`src/inc/canmc_pkg.sv`:
```
package canmc_pkg;
  // ****************************************************************
  // register map
  // ****************************************************************
  localparam logic [7:0] OFS_CTL_SECOND = 8'h00;
  localparam logic [7:0] OFS_CTL_FIRST  = 8'h04;
  localparam logic [7:0] OFS_STATUS     = 8'h08;

  // control_reg_second fields
  localparam int BIT_ENABLE   = 7;
  localparam int BIT_CLOCK_SOURCE_SELECT   = 6;
  localparam int BIT_LOOPBACK = 5;
  localparam int BIT_LISTEN   = 4;
  localparam int BIT_WFILTER  = 2;
  localparam int BIT_SLP_ACK  = 1;
  localparam int BIT_INIT_ACK = 0;

  // control_reg_first fields
  localparam int BIT_WAKE_EN  = 2;
  localparam int BIT_SLP_REQ  = 1;
  localparam int BIT_INIT_REQ = 0;

  // status fields
  localparam int BIT_ST_SYNCED  = 2;
  localparam int BIT_ST_BUS_OFF = 1;
  localparam int BIT_ST_RX_BUSY = 0;

  // ****************************************************************
  // reset values
  // ****************************************************************
  localparam logic [7:0] RST_CTL_SECOND = 8'h00;
  localparam logic [7:0] RST_CTL_FIRST  = 8'h01;

  // ****************************************************************
  // timing
  // ****************************************************************
  localparam int CLK_PERIOD_NS        = 40;
  localparam int WAKE_FILTER_NS       = 2000;
  localparam int WAKE_FILTER_CYC      = (WAKE_FILTER_NS + CLK_PERIOD_NS - 1) / CLK_PERIOD_NS;
  localparam int RESYNC_RECESSIVE_BITS = 11;
  localparam int RESYNC_BUSOFF_RUNS    = 128;

  localparam logic [1:0] RESP_OKAY   = 2'b00;
  localparam logic [1:0] RESP_SLVERR = 2'b10;

  typedef enum logic [1:0] {RS_HALT, RS_HUNT, RS_RUN} canmc_sync_t;
endpackage

```
`src/hdl/canmc_sync3.sv`:
```
`timescale 1ns/1ns
module canmc_sync3 #(
  parameter logic RESET_LEVEL = 1'b1
) (
  input  wire logic clk,
  input  wire logic rst_b,
  input  wire logic din,
  output logic      dout
);
  logic s1_q, s2_q, s3_q, out_q;
  logic out_d;

  // a change counts only once the second and third stage agree
  always_comb begin
    out_d = out_q;
    if (s2_q == s3_q) begin
      out_d = s3_q;
    end
  end

  always_ff @(posedge clk or negedge rst_b) begin
    if (!rst_b) begin
      s1_q  <= RESET_LEVEL;
      s2_q  <= RESET_LEVEL;
      s3_q  <= RESET_LEVEL;
      out_q <= RESET_LEVEL;
    end else begin
      s1_q  <= din;
      s2_q  <= s1_q;
      s3_q  <= s2_q;
      out_q <= out_d;
    end
  end

  assign dout = out_q;
endmodule

```
`src/hdl/canmc_wake_filter.sv`:
```
`timescale 1ns/1ns
module canmc_wake_filter #(
  parameter int MIN_CYC = 50
) (
  input  wire logic clk,
  input  wire logic rst_b,
  input  wire logic dominant,
  output logic      long_pulse
);
  localparam int CW = $clog2(MIN_CYC + 1);
  localparam logic [CW-1:0] CNT_MAX = CW'(MIN_CYC);

  logic [CW-1:0] cnt_q, cnt_d;

  // glitches shorter than the filter time restart the count
  always_comb begin
    cnt_d = '0;
    if (dominant) begin
      cnt_d = (cnt_q == CNT_MAX) ? cnt_q : cnt_q + CW'(1);
    end
  end

  always_ff @(posedge clk or negedge rst_b) begin
    if (!rst_b) begin
      cnt_q <= '0;
    end else begin
      cnt_q <= cnt_d;
    end
  end

  assign long_pulse = (cnt_q == CNT_MAX);
endmodule

```
`src/hdl/canmc_top.sv`:
```
// Our own choices: the placing of the registers and the AXI4-Lite register port.
`timescale 1ns/1ns
// Function
// - register always readable, written only in init
// - enable bit write-once normal, free special
// - bit 6 picks oscillator or bus clock
// - loopback feeds transmit stream into receiver
// - loopback ignores receive pin, transmit recessive
// - loopback ignores acknowledge slot bit
// - loopback still raises transmit and receive interrupts
// - listen-only receives, never drives ack or error
// - listen-only freezes error counters
// - listen-only starts no transmission
// - wake filter select: any dominant or long pulse
// - bit 1 sleep acknowledge, sleep needs both
// - wake on bus activity clears sleep acknowledge
// - bit 0 init acknowledge, init needs both
// - timing and filter registers written only in init
// - sleep entered only when bus idle
// - init request aborts traffic, then acknowledge
// - wake enable decides if traffic ends sleep
// - resync after 11 recessive, bus-off 128 times
module canmc_top #(
  parameter int WAKE_CYC = canmc_pkg::WAKE_FILTER_CYC
) (
  input  wire logic        CLOCK,
  input  wire logic        RST_B,
  input  wire logic [7:0]  AWADDR,
  input  wire logic        AWVALID,
  output logic             AWREADY,
  input  wire logic [31:0] WDATA,
  input  wire logic [3:0]  WSTRB,
  input  wire logic        WVALID,
  output logic             WREADY,
  output logic [1:0]       BRESP,
  output logic             BVALID,
  input  wire logic        BREADY,
  input  wire logic [7:0]  ARADDR,
  input  wire logic        ARVALID,
  output logic             ARREADY,
  output logic [31:0]      RDATA,
  output logic [1:0]       RRESP,
  output logic             RVALID,
  input  wire logic        RREADY,
  input  wire logic        SPECIAL_MODE,
  input  wire logic        BUS_RECEIVE_PIN,
  output logic             BUS_TRANSMIT_PIN,
  input  wire logic        ENG_TX_BIT,
  input  wire logic        ENG_TX_REQ,
  input  wire logic        ENG_ERRCNT_STEP,
  input  wire logic        ENG_TX_DONE,
  input  wire logic        ENG_RX_DONE,
  input  wire logic        ENG_RECEIVING,
  input  wire logic        ENG_TX_EMPTY,
  input  wire logic        ENG_BUS_OFF,
  input  wire logic        ENG_BIT_TICK,
  output logic             ENG_RX_BIT,
  output logic             ENG_ACK_IGNORE,
  output logic             ENG_DRIVE_ALLOW,
  output logic             ENG_TX_START,
  output logic             ENG_ERRCNT_EN,
  output logic             ENG_ABORT,
  output logic             ENG_SYNCED,
  output logic             TX_DONE_IRQ,
  output logic             RX_DONE_IRQ,
  output logic             MODULE_ENABLE,
  output logic             CLOCK_SOURCE_BUS,
  output logic             TIMING_WRITE_EN
);
  import canmc_pkg::*;

  // ****************************************************************
  // pin input conditioning
  // ****************************************************************
  logic rx_pin_s, rx_long;

  canmc_sync3 #(.RESET_LEVEL(1'b1)) u_rx_sync (
    .clk   (CLOCK),
    .rst_b (RST_B),
    .din   (BUS_RECEIVE_PIN),
    .dout  (rx_pin_s)
  );

  canmc_wake_filter #(.MIN_CYC(WAKE_CYC)) u_wake_filter (
    .clk        (CLOCK),
    .rst_b      (RST_B),
    .dominant   (~rx_pin_s),
    .long_pulse (rx_long)
  );

  // ****************************************************************
  // axi4-lite slave
  // ****************************************************************
  logic        aw_hold_q, aw_hold_d, w_hold_q, w_hold_d;
  logic [7:0]  aw_addr_q, aw_addr_d;
  logic [7:0]  w_byte_q, w_byte_d;
  logic        w_lane_q, w_lane_d;
  logic        bvalid_q, bvalid_d;
  logic [1:0]  bresp_q, bresp_d;
  logic        rvalid_q, rvalid_d;
  logic [1:0]  rresp_q, rresp_d;
  logic [31:0] rdata_q, rdata_d;
  logic        wr_fire;
  logic [7:0]  rd_val;
  logic        rd_hit;

  assign AWREADY = ~aw_hold_q & ~bvalid_q;
  assign WREADY  = ~w_hold_q & ~bvalid_q;
  assign ARREADY = ~rvalid_q;
  assign BVALID  = bvalid_q;
  assign BRESP   = bresp_q;
  assign RVALID  = rvalid_q;
  assign RRESP   = rresp_q;
  assign RDATA   = rdata_q;

  // address and data are taken in either order, the write fires once both are held
  assign wr_fire = aw_hold_q & w_hold_q & ~bvalid_q;

  // ****************************************************************
  // control state
  // ****************************************************************
  logic enable_q, enable_d, en_written_q, en_written_d;
  logic clock_source_select_q, clock_source_select_d, loop_q, loop_d, listen_q, listen_d;
  logic wfilt_q, wfilt_d, slp_ack_q, slp_ack_d, init_ack_q, init_ack_d;
  logic wake_en_q, wake_en_d, slp_req_q, slp_req_d, init_req_q, init_req_d;
  logic init_mode, sleep_mode, wake_evt, bus_idle;
  logic wr_second, wr_first;

  assign init_mode  = init_req_q & init_ack_q;
  assign sleep_mode = slp_req_q & slp_ack_q;
  assign bus_idle   = ~ENG_RECEIVING & ENG_TX_EMPTY;
  assign wr_second  = wr_fire & (aw_addr_q == OFS_CTL_SECOND) & w_lane_q;
  assign wr_first   = wr_fire & (aw_addr_q == OFS_CTL_FIRST) & w_lane_q;
  // filter select picks raw dominant level or the long-pulse detector
  assign wake_evt   = wfilt_q ? rx_long : ~rx_pin_s;

  always_comb begin
    rd_hit = 1'b1;
    unique case (ARADDR)
      OFS_CTL_SECOND: rd_val = {enable_q, clock_source_select_q, loop_q, listen_q, 1'b0,
                                wfilt_q, slp_ack_q, init_ack_q};
      OFS_CTL_FIRST:  rd_val = {5'h0, wake_en_q, slp_req_q, init_req_q};
      OFS_STATUS:     rd_val = {5'h0, ENG_SYNCED, ENG_BUS_OFF, ENG_RECEIVING};
      default: begin
        rd_val = 8'h00;
        rd_hit = 1'b0;
      end
    endcase
  end

  always_comb begin
    aw_hold_d = aw_hold_q;
    aw_addr_d = aw_addr_q;
    w_hold_d  = w_hold_q;
    w_byte_d  = w_byte_q;
    w_lane_d  = w_lane_q;
    bvalid_d  = bvalid_q;
    bresp_d   = bresp_q;
    rvalid_d  = rvalid_q;
    rresp_d   = rresp_q;
    rdata_d   = rdata_q;
    if (AWVALID && AWREADY) begin
      aw_hold_d = 1'b1;
      aw_addr_d = {AWADDR[7:2], 2'b00};
    end
    if (WVALID && WREADY) begin
      w_hold_d = 1'b1;
      w_byte_d = WDATA[7:0];
      w_lane_d = WSTRB[0];
    end
    if (wr_fire) begin
      aw_hold_d = 1'b0;
      w_hold_d  = 1'b0;
      bvalid_d  = 1'b1;
      bresp_d   = (aw_addr_q == OFS_CTL_SECOND || aw_addr_q == OFS_CTL_FIRST ||
                   aw_addr_q == OFS_STATUS) ? RESP_OKAY : RESP_SLVERR;
    end else if (bvalid_q && BREADY) begin
      bvalid_d = 1'b0;
    end
    if (ARVALID && ARREADY) begin
      rvalid_d = 1'b1;
      rdata_d  = {24'h00_0000, rd_val};
      rresp_d  = rd_hit ? RESP_OKAY : RESP_SLVERR;
    end else if (rvalid_q && RREADY) begin
      rvalid_d = 1'b0;
    end
  end

  always_ff @(posedge CLOCK or negedge RST_B) begin
    if (!RST_B) begin
      aw_hold_q <= 1'b0;
      aw_addr_q <= 8'h00;
      w_hold_q  <= 1'b0;
      w_byte_q  <= 8'h00;
      w_lane_q  <= 1'b0;
      bvalid_q  <= 1'b0;
      bresp_q   <= RESP_OKAY;
      rvalid_q  <= 1'b0;
      rresp_q   <= RESP_OKAY;
      rdata_q   <= 32'h0000_0000;
    end else begin
      aw_hold_q <= aw_hold_d;
      aw_addr_q <= aw_addr_d;
      w_hold_q  <= w_hold_d;
      w_byte_q  <= w_byte_d;
      w_lane_q  <= w_lane_d;
      bvalid_q  <= bvalid_d;
      bresp_q   <= bresp_d;
      rvalid_q  <= rvalid_d;
      rresp_q   <= rresp_d;
      rdata_q   <= rdata_d;
    end
  end

  // ****************************************************************
  // mode handshakes and control register
  // ****************************************************************
  always_comb begin
    enable_d     = enable_q;
    en_written_d = en_written_q;
    clock_source_select_d     = clock_source_select_q;
    loop_d       = loop_q;
    listen_d     = listen_q;
    wfilt_d      = wfilt_q;
    wake_en_d    = wake_en_q;
    slp_req_d    = slp_req_q;
    init_req_d   = init_req_q;
    // writes to control_reg_second outside init mode are dropped silently
    if (wr_second && init_mode) begin
      clock_source_select_d = w_byte_q[BIT_CLOCK_SOURCE_SELECT];
      loop_d   = w_byte_q[BIT_LOOPBACK];
      listen_d = w_byte_q[BIT_LISTEN];
      wfilt_d  = w_byte_q[BIT_WFILTER];
      if (SPECIAL_MODE || !en_written_q) begin
        enable_d     = w_byte_q[BIT_ENABLE];
        en_written_d = 1'b1;
      end
    end
    if (wr_first) begin
      wake_en_d = w_byte_q[BIT_WAKE_EN];
      // a request cannot be withdrawn before its acknowledge arrived
      if (w_byte_q[BIT_INIT_REQ] || init_ack_q) begin
        init_req_d = w_byte_q[BIT_INIT_REQ];
      end
      if (w_byte_q[BIT_SLP_REQ] || slp_ack_q) begin
        slp_req_d = w_byte_q[BIT_SLP_REQ];
      end
    end
    // bus activity ends sleep only with wake enabled; the hardware clear wins over a write
    if (sleep_mode && wake_en_q && wake_evt) begin
      slp_req_d = 1'b0;
    end
    // init ack follows the request one cycle later; abort is already active meanwhile
    init_ack_d = init_req_q;
    slp_ack_d  = slp_ack_q;
    if (!slp_req_q) begin
      slp_ack_d = 1'b0;
    end else if (slp_ack_q && wake_en_q && wake_evt) begin
      slp_ack_d = 1'b0;
    end else if (!slp_ack_q && bus_idle && !wake_evt) begin
      slp_ack_d = 1'b1;
    end
  end

  always_ff @(posedge CLOCK or negedge RST_B) begin
    if (!RST_B) begin
      enable_q     <= RST_CTL_SECOND[BIT_ENABLE];
      en_written_q <= 1'b0;
      clock_source_select_q     <= RST_CTL_SECOND[BIT_CLOCK_SOURCE_SELECT];
      loop_q       <= RST_CTL_SECOND[BIT_LOOPBACK];
      listen_q     <= RST_CTL_SECOND[BIT_LISTEN];
      wfilt_q      <= RST_CTL_SECOND[BIT_WFILTER];
      slp_ack_q    <= RST_CTL_SECOND[BIT_SLP_ACK];
      init_ack_q   <= RST_CTL_SECOND[BIT_INIT_ACK];
      wake_en_q    <= RST_CTL_FIRST[BIT_WAKE_EN];
      slp_req_q    <= RST_CTL_FIRST[BIT_SLP_REQ];
      init_req_q   <= RST_CTL_FIRST[BIT_INIT_REQ];
    end else begin
      enable_q     <= enable_d;
      en_written_q <= en_written_d;
      clock_source_select_q     <= clock_source_select_d;
      loop_q       <= loop_d;
      listen_q     <= listen_d;
      wfilt_q      <= wfilt_d;
      slp_ack_q    <= slp_ack_d;
      init_ack_q   <= init_ack_d;
      wake_en_q    <= wake_en_d;
      slp_req_q    <= slp_req_d;
      init_req_q   <= init_req_d;
    end
  end

  // ****************************************************************
  // bus resynchronisation after init
  // ****************************************************************
  canmc_sync_t rs_q, rs_d;
  logic [3:0]  rec_cnt_q, rec_cnt_d;
  logic [7:0]  run_cnt_q, run_cnt_d;

  always_comb begin
    rs_d      = rs_q;
    rec_cnt_d = rec_cnt_q;
    run_cnt_d = run_cnt_q;
    if (init_req_q) begin
      rs_d      = RS_HALT;
      rec_cnt_d = 4'h0;
      run_cnt_d = 8'h00;
    end else begin
      unique case (rs_q)
        RS_HALT: rs_d = RS_HUNT;
        RS_HUNT: begin
          if (ENG_BIT_TICK) begin
            if (!ENG_RX_BIT) begin
              rec_cnt_d = 4'h0;
            end else if (rec_cnt_q == 4'(RESYNC_RECESSIVE_BITS - 1)) begin
              rec_cnt_d = 4'h0;
              if (!ENG_BUS_OFF || run_cnt_q == 8'(RESYNC_BUSOFF_RUNS - 1)) begin
                rs_d = RS_RUN;
              end else begin
                run_cnt_d = run_cnt_q + 8'h01;
              end
            end else begin
              rec_cnt_d = rec_cnt_q + 4'h1;
            end
          end
        end
        RS_RUN: rs_d = RS_RUN;
      endcase
    end
  end

  always_ff @(posedge CLOCK or negedge RST_B) begin
    if (!RST_B) begin
      rs_q      <= RS_HALT;
      rec_cnt_q <= 4'h0;
      run_cnt_q <= 8'h00;
    end else begin
      rs_q      <= rs_d;
      rec_cnt_q <= rec_cnt_d;
      run_cnt_q <= run_cnt_d;
    end
  end

  // ****************************************************************
  // datapath steering to engine and pins
  // ****************************************************************
  logic tx_pin_q, tx_pin_d, rx_bit_q, rx_bit_d, txirq_q, rxirq_q;
  logic quiet;

  // transmit goes recessive one cycle after the init request register sets so no frame is cut dominant
  assign quiet = loop_q | listen_q | init_req_q | ~enable_q | sleep_mode;

  always_comb begin
    tx_pin_d = quiet ? 1'b1 : ENG_TX_BIT;
    rx_bit_d = loop_q ? ENG_TX_BIT : rx_pin_s;
  end

  always_ff @(posedge CLOCK or negedge RST_B) begin
    if (!RST_B) begin
      tx_pin_q <= 1'b1;
      rx_bit_q <= 1'b1;
      txirq_q  <= 1'b0;
      rxirq_q  <= 1'b0;
    end else begin
      tx_pin_q <= tx_pin_d;
      rx_bit_q <= rx_bit_d;
      txirq_q  <= ENG_TX_DONE;
      rxirq_q  <= ENG_RX_DONE;
    end
  end

  assign BUS_TRANSMIT_PIN = tx_pin_q;
  assign ENG_RX_BIT       = rx_bit_q;
  assign ENG_ACK_IGNORE   = loop_q;
  assign ENG_DRIVE_ALLOW  = ~listen_q;
  assign ENG_TX_START     = ENG_TX_REQ & ~listen_q & ~init_req_q & enable_q;
  assign ENG_ERRCNT_EN    = ENG_ERRCNT_STEP & ~listen_q;
  assign ENG_ABORT        = init_req_q;
  assign ENG_SYNCED       = (rs_q == RS_RUN);
  assign TX_DONE_IRQ      = txirq_q;
  assign RX_DONE_IRQ      = rxirq_q;
  assign MODULE_ENABLE    = enable_q;
  assign CLOCK_SOURCE_BUS = clock_source_select_q;
  assign TIMING_WRITE_EN  = init_mode;

  // ****************************************************************
  // checks
  // ****************************************************************
  property p_ctl_locked;
    @(posedge CLOCK) disable iff (!RST_B)
      (!init_mode && !$past(init_mode)) |=> $stable(loop_q) && $stable(listen_q) && $stable(clock_source_select_q);
  endproperty
  a_ctl_locked: assert property (p_ctl_locked) else $error("control changed outside init");

  property p_enable_once;
    @(posedge CLOCK) disable iff (!RST_B)
      (en_written_q && !SPECIAL_MODE) |=> $stable(enable_q);
  endproperty
  a_enable_once: assert property (p_enable_once) else $error("enable rewritten in normal mode");

  property p_loop_tx;
    @(posedge CLOCK) disable iff (!RST_B)
      loop_q ##1 loop_q |-> BUS_TRANSMIT_PIN;
  endproperty
  a_loop_tx: assert property (p_loop_tx) else $error("transmit pin dominant in loopback");

  property p_loop_rx;
    @(posedge CLOCK) disable iff (!RST_B)
      loop_q |=> ENG_RX_BIT == $past(ENG_TX_BIT);
  endproperty
  a_loop_rx: assert property (p_loop_rx) else $error("loopback stream not fed back");

  property p_listen_quiet;
    @(posedge CLOCK) disable iff (!RST_B)
      listen_q |-> !ENG_TX_START && !ENG_ERRCNT_EN && !ENG_DRIVE_ALLOW;
  endproperty
  a_listen_quiet: assert property (p_listen_quiet) else $error("listen-only drove or counted");

  property p_init_ack;
    @(posedge CLOCK) disable iff (!RST_B)
      $rose(init_req_q) |=> init_ack_q;
  endproperty
  a_init_ack: assert property (p_init_ack) else $error("init ack late");

  property p_sleep_idle;
    @(posedge CLOCK) disable iff (!RST_B)
      $rose(slp_ack_q) |-> $past(bus_idle) && $past(slp_req_q);
  endproperty
  a_sleep_idle: assert property (p_sleep_idle) else $error("sleep entered while busy");

  property p_wake_clear;
    @(posedge CLOCK) disable iff (!RST_B)
      (sleep_mode && wake_en_q && wake_evt) |=> !slp_ack_q ##1 !slp_ack_q;
  endproperty
  a_wake_clear: assert property (p_wake_clear) else $error("sleep ack kept after wake");

  property p_no_wake;
    @(posedge CLOCK) disable iff (!RST_B)
      (sleep_mode && !wake_en_q && !wr_first) |=> slp_ack_q;
  endproperty
  a_no_wake: assert property (p_no_wake) else $error("woke with wake disabled");

  property p_resync;
    @(posedge CLOCK) disable iff (!RST_B)
      $rose(ENG_SYNCED) |-> $past(rec_cnt_q) == 4'(RESYNC_RECESSIVE_BITS - 1);
  endproperty
  a_resync: assert property (p_resync) else $error("resync before recessive run");

  property p_bit3_zero;
    @(posedge CLOCK) disable iff (!RST_B)
      (ARVALID && ARREADY && ARADDR == OFS_CTL_SECOND) |=> RDATA[3] == 1'b0;
  endproperty
  a_bit3_zero: assert property (p_bit3_zero) else $error("bit 3 read nonzero");
endmodule

```
`config.mk`:
```
export PLATFORM = sky130hd
export DESIGN_NAME = canmc_top
export DESIGN_NICKNAME = d
export VERILOG_FILES = /design/src/inc/canmc_pkg.sv /design/src/hdl/canmc_sync3.sv /design/src/hdl/canmc_wake_filter.sv /design/src/hdl/canmc_top.sv
export SDC_FILE = /design/constraint.sdc
export NUM_CORES = 1
export LEC_CHECK = 0
export ABC_CLOCK_PERIOD_IN_PS = 5500
export BUFFER_PORTS_ARGS = -buffer_cell sky130_fd_sc_hd__buf_2
export CELL_PAD_IN_SITES_DETAIL_PLACEMENT = 0
export CELL_PAD_IN_SITES_GLOBAL_PLACEMENT = 1
export CORE_ASPECT_RATIO = 1.2
export CORE_MARGIN = 1.5
export CORE_UTILIZATION = 39
export CTS_BUF_LIST = sky130_fd_sc_hd__clkbuf_8 sky130_fd_sc_hd__clkbuf_16
export DETAILED_ROUTE_END_ITERATION = 12
export PLACE_DENSITY = 0.91
export SLEW_MARGIN = 20
export SYNTH_ARGS = -nofsm -noshare
export SYNTH_HDL_FRONTEND = slang
export SYNTH_SLANG_ARGS = --single-unit
```
`constraint.sdc`:
```
create_clock -name CLOCK -period 5.5 [get_ports CLOCK]
set_input_delay 0.275 -clock CLOCK [delete_from_list [all_inputs] [get_ports CLOCK]]
set_output_delay 0.275 -clock CLOCK [all_outputs]
set_load 0.01 [all_outputs]
```
==> flow_summary.ini <==
[outcome]
run_status = finished with violations
violations = DRC

[grt]
initial_antenna_violation_count = 0
gr-usage-all-layers_pct = 14.3
global_route_wire_length_before_repair_um = 9790
number_of_global_route_vias_before_repair = 2112
overflow = 0
grt_start_max_net_pins = 67

[power_and_ir_drop]
cellLeakagePower_nw = 1.81
power.density_nw_per_um2 = 389
max-vdd-ir-drop_uv = 215

[drt]
via_count = 2209
post_drt_wl_per_cell_um = 12.8
routed_vias_inst = 4.89
detail_route.drc_violations = 9
drt-initial-drc-count = 148
drtAntennaViolNets = 0
routed_wl_um = 5800
dr.pass1.iters = 8

[timing]
finClkSkew_ps = 6.90
slew_headroom_pct = 37.4
timing.final.crit_period_ps = 2130
finalCritPeriodShare_pct = 38.7
slew_viol_final = 0
worst-slew-pin-transition_ps = 935
fmax_ghz = 0.470
finalHoldViolations = 0
setup_tns_final_ps = 0
setup_viol_count_final = 0
grt_setup_unrepaired = false
worst_hold_slack_ps = 33.3

[floorplan]
fp.dieArea_um2 = 8630
floorplan.initialDensity_pct = 40.7
floorplan.rows = 35
die-width_um = 85.1
floorplan.core_area_um2 = 7750
io-pin-count = 124
die_height_um = 101

[synthesis]
synthDominantAreaCellType = sky130_fd_sc_hd__dfrtp_1
synth_enable_flop_cells = 0
synthesis.yosys.warnings = 0
synth-main-ff-cell = sky130_fd_sc_hd__dfrtp_1
yosys_register_bits = 66
synth_largest_type_area_fraction_pct = 46.8
synth.distinct_cells = 44
synth_async_sr_flop_share_pct = 100
synthesis.instances = 287
syn_area_per_cell_um2 = 11.0
yosysSeqAreaShare_pct = 52.7
synth.top_cells.by_area = sky130_fd_sc_hd__dfrtp_1, sky130_fd_sc_hd__buf_4, sky130_fd_sc_hd__dfstp_2
synthesis.area_um2 = 3150

[clock_network]
tritoncts_clock_tree = done
tritoncts_num_sinks = 66
cts_hold_buf = 0
clock_latency_ps = 330
post_cts_resized = 0
clkTransAtPathRegs_ps = 80
numCtsBuffers = 9
cts.htree.levels = 3
cts_root_buf = sky130_fd_sc_hd__clkbuf_8
clockBufferDepth = 2
cts_setup_buffers = 0

[cells_and_area]
final_core_utilization_pct = 47.5
final_nets = 432
seqCellArea_um2 = 1660
layout_filler_cell_count = 720
areaGrowthSynthToFinish_pct = 16.8
insertedDiodeCount = 0
total_area_of_multi_input_combinational_cells_um2 = 1280
drive_gt1_share_pct = 31.4
finish.cell_count_without_fillers = 452

[critical_path]
timing.setup.critical_path_class = register to register
critical_path.cell_chain = inv_1 > ha_1 > and4b_1 > o211ai_1 > or4_1 > a21oi_1
critical_path.max_stage_delay_ps = 590
critPathArrivalTime_ps = 2380
endpoint_kind = register
critPathMaxFanout = 14
cpMaxStageDelayCell = sky130_fd_sc_hd__or4_1
worstPathRequired_ps = 5760
worstSetupStartpointType = register

[placed_design]
place.detailed.instances = 436
buffer_ports.inserted = 66
place_hpwl_um = 4210
gp_congestion = 0.743

[worst_hold_path]
holdCritPathClass = input pin to register

[run]
maxCapViolCount = 0
[path summary, 6_finish.rpt]
kind,start,to,slack (ps),cells past startpoint
hold reg to reg,u_rx_sync.s1_q,u_rx_sync.s2_q,360,0
max in group asynchronous,RST_B,RX_DONE_IRQ,4840,2
setup / recovery,rec_cnt_q[0],run_cnt_q[7],3370,6
min in group asynchronous,RST_B,RVALID,110,2
hold / removal,BUS_RECEIVE_PIN,u_rx_sync.s1_q,30,1
setup reg to reg,rec_cnt_q[0],run_cnt_q[7],3370,6
[critical path: cells and delay by family, from the launching register on]
family | cells | cell delay [ps]
fa+ha+maj | 1 | 180
flops | 1 | 430
simple gates | 2 | 830
buf+inv | 1 | 80
compound gates | 2 | 540
[layer usage]
metal	up-vias	GRT usage [%]	part of all wire, %
li1	1069	-	-
met2	82	22.2	46
met3	12	2.93	6.2
met5	-	0	0
met4	0	8.32	2.7
met1	1046	18.7	46
[flip-flops by register name, indices dropped and copies added (netlist names), 2 cells and up]
signal / count
rec_cnt_q: 4
rs_q: 2
aw_addr_q: 6
RDATA: 7
u_wake_filter.cnt_q: 6
w_byte_q: 7
run_cnt_q: 8
[cell usage in the layout, fill, tap and decap left out, types with 7 or more instances in the layout]
master / count
sky130_fd_sc_hd__inv_1: 16
sky130_fd_sc_hd__conb_1: 27
sky130_fd_sc_hd__ha_1: 7
sky130_fd_sc_hd__buf_2: 66
sky130_fd_sc_hd__mux2_2: 15
sky130_fd_sc_hd__nor2_1: 16
sky130_fd_sc_hd__dfrtp_1: 59
sky130_fd_sc_hd__o21ai_0: 17
sky130_fd_sc_hd__nand3_1: 7
sky130_fd_sc_hd__clkbuf_8: 9
sky130_fd_sc_hd__nand2_1: 18
sky130_fd_sc_hd__dfstp_2: 7
sky130_fd_sc_hd__a21oi_1: 15
[logic make-up after synthesis]
| group | after synthesis | synth area share, % |
|---|---|---|
| other cells | 1 | 0.119 |
| compound gates | 53 | 10.4 |
| mux | 25 | 9.21 |
| fa+ha+maj | 8 | 3.10 |
| flops | 66 | 52.7 |
| simple gates | 76 | 13.2 |
| xor+xnor | 6 | 1.67 |
| buf+inv | 52 | 9.65 |
[power by group]
group | internal (mW) | switching [mW] | total [mW]
clock network | 0.259 | 0.194 | 0.453
logic | 0.151 | 0.151 | 0.301
registers | 0.590 | 0.0873 | 0.677
[final cells by class]
| type | instances | share of cell area, % |
|---|---|---|
| repair buffers | 67 | 9.17 |
| clock inverters | 7 | 2.72 |
| flip-flops and latches | 66 | 45.1 |
| multi-input cells | 195 | 34.9 |
| clock buffers | 9 | 3.36 |
| well taps | 92 | 3.13 |
| inverters | 16 | 1.63 |
[metrics by stage]
stage / worst slack, ps / power [mW] / area [µm²]
after detailed placement: 3400 / 0.993 / 3460
after CTS: 3360 / 1.45 / 3680
final: 3370 / 1.43 / 3680
after floorplan: 3440 / 0.901 / 3250
after global placement: 3420 / 0.972 / 3460
after global routing: 3200 / 1.53 / 3680
[Yosys cell counts, types with 2 or more instances]
cell type / n
sky130_fd_sc_hd__and3_1: 2
sky130_fd_sc_hd__mux2_4: 4
sky130_fd_sc_hd__nor3_1: 2
sky130_fd_sc_hd__mux2i_1: 5
sky130_fd_sc_hd__a21o_1: 3
sky130_fd_sc_hd__dfrtp_1: 59
sky130_fd_sc_hd__buf_4: 27
sky130_fd_sc_hd__nand3b_1: 3
sky130_fd_sc_hd__dfstp_2: 7
sky130_fd_sc_hd__a21oi_1: 15
sky130_fd_sc_hd__nand2b_1: 5
sky130_fd_sc_hd__a22o_1: 5
sky130_fd_sc_hd__nand4_1: 2
sky130_fd_sc_hd__nand3_1: 7
sky130_fd_sc_hd__a211oi_1: 2
sky130_fd_sc_hd__mux2_2: 15
sky130_fd_sc_hd__inv_1: 16
sky130_fd_sc_hd__nor2b_1: 3
sky130_fd_sc_hd__nand2_1: 18
sky130_fd_sc_hd__a311oi_1: 2
sky130_fd_sc_hd__o31ai_1: 3
sky130_fd_sc_hd__o21ai_0: 17
sky130_fd_sc_hd__ha_1: 7
sky130_fd_sc_hd__and2_1: 4
sky130_fd_sc_hd__nor2_1: 16
sky130_fd_sc_hd__xor2_1: 4
sky130_fd_sc_hd__clkbuf_1: 8
sky130_fd_sc_hd__or4_1: 5
sky130_fd_sc_hd__or3_1: 3
sky130_fd_sc_hd__xnor2_1: 2
sky130_fd_sc_hd__a21boi_0: 2
sky130_fd_sc_hd__or4_4: 2
Note: power is estimated with default switching activity, not from simulation.
